**src/pkg/uei_map.svh**
```systemverilog
`ifndef UEI_MAP_SVH
`define UEI_MAP_SVH

// ----------------------------------------
// register byte offsets
// ----------------------------------------
`define UEI_OFS_EVT_CTS 12'h100
`define UEI_OFS_EVT_CTS_LOST 12'h104
`define UEI_OFS_EVT_RXD 12'h108
`define UEI_OFS_EVT_TXD 12'h11C
`define UEI_OFS_EVT_ERR 12'h124
`define UEI_OFS_EVT_RX_TMO 12'h144
`define UEI_OFS_SHORTCUT 12'h200
`define UEI_OFS_IRQ_SET 12'h304
`define UEI_OFS_IRQ_CLR 12'h308
`define UEI_OFS_STATUS 12'h310

// ----------------------------------------
// event bit positions (enable and status)
// ----------------------------------------
`define UEI_BIT_CTS 0
`define UEI_BIT_CTS_LOST 1
`define UEI_BIT_RXD 2
`define UEI_BIT_TXD 3
`define UEI_BIT_ERR 4
`define UEI_BIT_RX_TMO 5
`define UEI_NUM_EVT 6

// ----------------------------------------
// shortcut bit positions
// ----------------------------------------
`define UEI_BIT_SC_START 0
`define UEI_BIT_SC_STOP 1

// ----------------------------------------
// reset values
// ----------------------------------------
`define UEI_RST_SHORTCUT 2'h0
`define UEI_RST_INTEN 6'h00
`define UEI_RST_EVT 6'h00

`endif

```
**src/pkg/uei_pkg.sv**
```systemverilog
package uei_pkg;

    // ----------------------------------------
    // event inputs from the serial engine
    // ----------------------------------------
    typedef struct packed {
        logic rx_timeout; // receiver timed out
        logic error;      // line error seen
        logic tx_byte;    // byte left the shifter
        logic rx_byte;    // byte stored in holding reg
    } uei_evt_in_t;

    // ----------------------------------------
    // task pulses toward the receiver
    // ----------------------------------------
    typedef struct packed {
        logic stop_rx;  // stop receiver task
        logic start_rx; // start receiver task
    } uei_task_t;

    // event vector, one bit per event
    typedef logic [5:0] uei_vec_t;

endpackage

```
**src/design/uei_top.sv**
```systemverilog
`include "uei_map.svh"

module uei_top #(
    parameter int ADDR_W = 12
) (
    input wire logic pclk,
    input wire logic presetn,
    input wire logic psel,
    input wire logic penable,
    input wire logic pwrite,
    input wire logic [ADDR_W-1:0] paddr,
    input wire logic [31:0] pwdata,
    output logic [31:0] prdata,
    output logic pready,
    output logic pslverr,
    input wire logic cts_n,
    input wire uei_pkg::uei_evt_in_t evt_in,
    output uei_pkg::uei_task_t task_out,
    output logic irq
);

    // ----------------------------------------
    // state
    // ----------------------------------------
    // previous flow-control level
    logic cts_prev;
    // sticky event flags
    uei_pkg::uei_vec_t evt;
    // interrupt enables (the mask)
    uei_pkg::uei_vec_t inten;
    // shortcut bits
    logic [1:0] shortcut;
    // raw event pulses this cycle
    uei_pkg::uei_vec_t evt_hit;
    // flow-control edges
    logic cts_fall;
    logic cts_rise;
    // bus phases
    logic acc;
    logic wr;
    logic setup_rd;
    // address decode
    logic mapped;
    logic [2:0] evt_idx;
    logic evt_sel;
    // read mux result
    logic [31:0] next_prdata;

    // ----------------------------------------
    // helpers
    // ----------------------------------------
    // map an event register offset to its bit
    function automatic logic [3:0] evt_decode(
        input logic [11:0] a
    );
        logic [3:0] r;
        r = 4'h0;
        case (a)
            `UEI_OFS_EVT_CTS:
            begin
                r = {1'b1, 3'(`UEI_BIT_CTS)};
            end
            `UEI_OFS_EVT_CTS_LOST:
            begin
                r = {1'b1, 3'(`UEI_BIT_CTS_LOST)};
            end
            `UEI_OFS_EVT_RXD:
            begin
                r = {1'b1, 3'(`UEI_BIT_RXD)};
            end
            `UEI_OFS_EVT_TXD:
            begin
                r = {1'b1, 3'(`UEI_BIT_TXD)};
            end
            `UEI_OFS_EVT_ERR:
            begin
                r = {1'b1, 3'(`UEI_BIT_ERR)};
            end
            `UEI_OFS_EVT_RX_TMO:
            begin
                r = {1'b1, 3'(`UEI_BIT_RX_TMO)};
            end
            default:
            begin
                r = 4'h0;
            end
        endcase
        return r;
    endfunction

    // ----------------------------------------
    // bus phase decode
    // ----------------------------------------
    // never stalls: the read word is ready
    // from the setup cycle already
    assign pready = 1'b1;
    assign acc = psel & penable;
    assign wr = acc & pwrite;
    assign setup_rd = psel & ~penable & ~pwrite;
    assign {evt_sel, evt_idx} = evt_decode(12'(paddr));

    // known addresses
    always_comb
    begin
        mapped = evt_sel;
        if (12'(paddr) == `UEI_OFS_SHORTCUT
            || 12'(paddr) == `UEI_OFS_IRQ_SET
            || 12'(paddr) == `UEI_OFS_IRQ_CLR
            || 12'(paddr) == `UEI_OFS_STATUS)
        begin
            mapped = 1'b1;
        end
    end

    // unmapped access errors out, no effect
    assign pslverr = acc & ~mapped;

    // ----------------------------------------
    // flow-control edge detection
    // ----------------------------------------
    // idle level is high (not clear to send)
    always_ff @(posedge pclk or negedge presetn)
    begin
        if (!presetn)
        begin
            cts_prev <= 1'b1;
        end
        else
        begin
            cts_prev <= cts_n;
        end
    end

    assign cts_fall = cts_prev & ~cts_n;
    assign cts_rise = ~cts_prev & cts_n;

    // collect all event pulses
    always_comb
    begin
        evt_hit = '0;
        evt_hit[`UEI_BIT_CTS] = cts_fall;
        evt_hit[`UEI_BIT_CTS_LOST] = cts_rise;
        evt_hit[`UEI_BIT_RXD] = evt_in.rx_byte;
        evt_hit[`UEI_BIT_TXD] = evt_in.tx_byte;
        evt_hit[`UEI_BIT_ERR] = evt_in.error;
        evt_hit[`UEI_BIT_RX_TMO] = evt_in.rx_timeout;
    end

    // ----------------------------------------
    // sticky event flags
    // ----------------------------------------
    // software clears by writing 0 to an
    // event register or 1 to the status
    // register; a new event in the same
    // cycle wins so nothing is lost
    always_ff @(posedge pclk or negedge presetn)
    begin
        if (!presetn)
        begin
            evt <= `UEI_RST_EVT;
        end
        else
        begin
            for (int i = 0; i < `UEI_NUM_EVT; i++)
            begin
                if (evt_hit[i])
                begin
                    // hardware set has priority
                    evt[i] <= 1'b1;
                end
                else if (wr && evt_sel
                         && evt_idx == 3'(i))
                begin
                    // plain register write
                    evt[i] <= pwdata[0];
                end
                else if (wr && 12'(paddr) == `UEI_OFS_STATUS
                         && pwdata[i])
                begin
                    // write one to clear
                    evt[i] <= 1'b0;
                end
            end
        end
    end

    // ----------------------------------------
    // shortcut register
    // ----------------------------------------
    always_ff @(posedge pclk or negedge presetn)
    begin
        if (!presetn)
        begin
            shortcut <= `UEI_RST_SHORTCUT;
        end
        else if (wr && 12'(paddr) == `UEI_OFS_SHORTCUT)
        begin
            shortcut <= pwdata[1:0];
        end
    end

    // ----------------------------------------
    // interrupt enable, set and clear views
    // ----------------------------------------
    // only ones act; zero bits leave the
    // enable alone, so drivers can touch one
    // event without read-modify-write
    always_ff @(posedge pclk or negedge presetn)
    begin
        if (!presetn)
        begin
            inten <= `UEI_RST_INTEN;
        end
        else if (wr && 12'(paddr) == `UEI_OFS_IRQ_SET)
        begin
            inten <= inten | pwdata[5:0];
        end
        else if (wr && 12'(paddr) == `UEI_OFS_IRQ_CLR)
        begin
            inten <= inten & ~pwdata[5:0];
        end
    end

    // ----------------------------------------
    // shortcut task pulses
    // ----------------------------------------
    // registered, so the task fires one cycle
    // after the edge that caused it
    always_ff @(posedge pclk or negedge presetn)
    begin
        if (!presetn)
        begin
            task_out <= '0;
        end
        else
        begin
            task_out.start_rx <= cts_fall
                & shortcut[`UEI_BIT_SC_START];
            task_out.stop_rx <= cts_rise
                & shortcut[`UEI_BIT_SC_STOP];
        end
    end

    // ----------------------------------------
    // interrupt line
    // ----------------------------------------
    // level output straight from flag and mask
    assign irq = |(evt & inten);

    // ----------------------------------------
    // read data
    // ----------------------------------------
    // both enable views return the same state
    always_comb
    begin
        next_prdata = 32'h0000_0000;
        if (evt_sel)
        begin
            next_prdata[0] = evt[evt_idx];
        end
        else if (12'(paddr) == `UEI_OFS_SHORTCUT)
        begin
            next_prdata[1:0] = shortcut;
        end
        else if (12'(paddr) == `UEI_OFS_IRQ_SET
                 || 12'(paddr) == `UEI_OFS_IRQ_CLR)
        begin
            next_prdata[5:0] = inten;
        end
        else if (12'(paddr) == `UEI_OFS_STATUS)
        begin
            next_prdata[5:0] = evt;
        end
    end

    // captured in the setup cycle so the
    // access phase sees a flopped word
    always_ff @(posedge pclk or negedge presetn)
    begin
        if (!presetn)
        begin
            prdata <= 32'h0000_0000;
        end
        else if (setup_rd)
        begin
            prdata <= next_prdata;
        end
    end
endmodule

```
**config.mk**
```make
export PLATFORM = sky130hd
export DESIGN_NAME = uei_top
export DESIGN_NICKNAME = d
export VERILOG_FILES = /design/src/pkg/uei_pkg.sv /design/src/design/uei_top.sv
export VERILOG_INCLUDE_DIRS = /design/src /design/src/pkg
export SDC_FILE = /design/constraint.sdc
export NUM_CORES = 1
export LEC_CHECK = 0
export ABC_AREA = 0
export BUFFER_PORTS_ARGS = -buffer_cell sky130_fd_sc_hd__buf_2
export CAP_MARGIN = 20
export CELL_PAD_IN_SITES_DETAIL_PLACEMENT = 1
export CELL_PAD_IN_SITES_GLOBAL_PLACEMENT = 2
export CORE_MARGIN = 4
export CORE_UTILIZATION = 26
export CTS_CLUSTER_SIZE = 8
export DETAILED_ROUTE_END_ITERATION = 16
export GPL_TIMING_DRIVEN = 0
export PLACE_DENSITY = 0.93
export SLEW_MARGIN = 10
export SYNTH_ARGS = -nofsm -noshare
export SYNTH_HDL_FRONTEND = slang
export SYNTH_SLANG_ARGS = --single-unit
```
**constraint.sdc**
```tcl
create_clock -name pclk -period 5.5 [get_ports pclk]
set_input_delay 0.825 -clock pclk [delete_from_list [all_inputs] [get_ports pclk]]
set_output_delay 0.825 -clock pclk [all_outputs]
set_load 0.005 [all_outputs]
```
==> impl_metrics.py <==
metrics = {
    "power_and_ir_drop": {
        "powerDensity_nw_per_um2": 173,
        "leakagePower_nw": 1.01,
        "ir_drop_uv": 101,
    },
    "timing": {
        "fmax_ghz": 0.269,
        "slew_viol_final": 0,
        "period_needed_ns": 3.72,
        "setup_viol": 0,
        "finalHoldViolations": 0,
        "tightest_slew_ns": 0.885,
        "rsz0062_at_grt": "false",
        "period_share_pct": 67.7,
        "tns_ns": 0,
        "fin_skew_ns": 0.00911,
        "relSlewSlack_pct": 40.5,
        "fin_ws_ns": 1.78,
    },
    "place": {
        "port_buffers": 36,
        "dpl.hpwl_mm": 3.91,
        "preCtsSetupSlack_ns": 1.81,
        "dpl.cell_count": 314,
        "finalWeightedCongestion": 0.812,
    },
    "cells_and_area": {
        "area_growth_pct": 24.8,
        "drive_above_1_share_pct": 34.2,
        "fin_util_pct": 34.4,
        "fin_nets": 298,
        "antenna_cells": 0,
        "n_fill_cell": 741,
        "layout_common_cells": "buf_2, buf_4, conb_1, dfrtp_1, inv_1",
        "layout.cells.non_filler": 318,
        "layout.cells.most_common": "buf_2",
    },
    "worst_setup_path": {
        "critical_path.max_fanout": 10,
        "critical_path.cell_chain": "buf_2 > or3_4 > nor4_1 > buf_2 > nand3b_1 > nor4_1 > buf_2",
        "cp-end-kind": "primary output",
        "arrival_ns": 2.90,
        "r2r-end": "prdata[0]",
        "crit_type": "in -> out",
        "crit_required_ns": 4.68,
        "rrSetupSlack_ns": 4.32,
        "cp-start-kind": "primary input",
        "path_common_cell": "buf_2",
        "crit_cells": 7,
        "cpLargestDelayFamily": "simple AND/OR/NAND/NOR gates",
        "r2r_start": "evt[5]",
        "slowest_stage": "nor4_1",
        "worst-path-buf-inv": 3,
        "reg2reg_depth": 4,
        "crit_path_max_incr_delay_ns": 0.79,
    },
    "detailed_routing": {
        "drt-total-wl_mm": 4.81,
        "drc": 0,
        "via_count": 1535,
        "postRouteAntennaNets": 0,
        "drtPass1Iterations": 4,
        "drt-initial-drc-count": 103,
        "viasPerCell": 4.83,
        "wl_per_cell_um": 15.1,
    },
    "synth": {
        "synth_top_area_cell": "dfrtp_1",
        "synth_cell_types": 55,
        "synthArstFlopShare_pct": 100,
        "synthTopCellsByArea": "dfrtp_1, buf_4, mux2_1",
        "ys_ff_latch": 23,
        "synth.avg_cell_area_sq_um": 9.38,
        "yosysWarnings": 0,
        "synth_top_area_share_pct": 33.0,
        "synth_area_sq_um": 1670,
        "synth-main-ff-cell": "dfrtp_1",
        "synth-edff-count": 0,
        "ys_seq_area_share_pct": 34.6,
        "syn_inst": 178,
    },
    "clock_tree": {
        "cts_max_level": 1,
        "cts_resized": 0,
        "ctsHoldBuffers": 0,
        "ctsLongestPathBuffers": 2,
        "numCtsBuffers": 3,
        "root_buffer": "clkbuf_8",
        "clock_latency_ns": 0.26,
        "cts_tree": "done",
        "clk_pin_slew_ns": 0.09,
        "cts.sinks": 23,
        "cts_setup_buffers": 0,
    },
    "min_path": {
        "min_path_type": "in -> async",
    },
    "floorplan": {
        "core-area_sq_um": 6060,
        "num_rows": 28,
        "dieWidth_um": 88.1,
        "ios": 91,
        "initial_utilization_pct": 27.5,
        "die_area_sq_um": 7770,
        "die_y_um": 88.1,
    },
    "grt": {
        "gr-total-overflow": 0,
        "grt_pass1_vias": 1644,
        "grt_max_degree": 24,
        "grtUsageTotal_pct": 12.6,
        "grt_pass1_wl_mm": 7.86,
        "antenna_found_initial": 0,
    },
    "status": {
        "outcome": "complete, no violations",
    },
    "flow_run": {
        "maxCapViolCount": 0,
    },
}
per-layer routing:
layer  track usage, %  up-vias  wire [um]
li1                 -      738          -
met1             16.6      749       2130
met2             22.1       44       2350
met3             2.16        4        291
met4             1.92        0         35
met5                0        -          0
metrics by stage:
| step | hold slack [ns] | area [sq um] | total power, mW |
|---|---|---|---|
| final | 0.525 | 2080 | 0.361 |
| after CTS | 0.534 | 2080 | 0.364 |
| after global placement | 0.501 | 2040 | 0.255 |
| after detailed placement | 0.514 | 2040 | 0.257 |
| after floorplan | 0.488 | 1760 | 0.225 |
| after global routing | 0.564 | 2080 | 0.381 |
cell type report:
class	instances	area, sq um	share of cell area [%]
sequential	23	577	27.7
multi-input combinational	138	922	44.3
tap	75	93.8	4.50
inverter	9	33.8	1.62
timing repair buffer	36	180	8.65
clock inverter	1	5.00	0.240
buffer	33	230	11.1
clock buffer	3	41.3	1.98
power by group:
part | switching [mW] | internal, mW | total (mW) | leakage, nW
Combinational | 0.0393 | 0.0347 | 0.0740 | 0.711
Sequential | 0.00322 | 0.177 | 0.180 | 0.274
Clock | 0.0566 | 0.0506 | 0.107 | 0.0255
Total | 0.0991 | 0.262 | 0.361 | 1.01
logic make-up (layout without fill, tap and decap cells):
group | Yosys count | count (layout) | synth area share [%]
DFF | 23 | 23 | 34.6
xor gates and xnor gates | 1 | 1 | 0.525
AOI/OAI and AO/OA | 45 | 45 | 21.1
other | 2 | 27 | 0.450
buffers and inverters | 42 | 82 | 15.8
and+or+nand+nor | 57 | 57 | 22.2
muxes | 8 | 8 | 5.40
worst max path at each step:
stage	from	endpoint
6_report	paddr[5]	pslverr
5_1_grt	paddr[5]	pslverr
4_1_cts	paddr[5]	pslverr
3_5_place_dp	paddr[5]	pslverr
3_3_place_gp	paddr[5]	pslverr
2_1_floorplan	paddr[11]	pslverr
synthesized netlist by cell type (all sizes together) (2+ instances only):
| cell | instances |
|---|---|
| nand3 | 7 |
| a21o | 2 |
| o211a | 2 |
| or2 | 2 |
| buf | 31 |
| nor3 | 4 |
| or3 | 4 |
| a21oi | 8 |
| mux2 | 8 |
| dfrtp | 22 |
| nand2 | 8 |
| nor4 | 6 |
| a31oi | 2 |
| o21a | 2 |
| o211ai | 2 |
| or4 | 2 |
| a22oi | 7 |
| nand2b | 4 |
| nor2 | 7 |
| o21ai | 4 |
| inv | 9 |
| clkbuf | 2 |
| conb | 2 |
| and3 | 6 |
| nor3b | 2 |
Note: power is estimated with default switching activity, not from simulation.
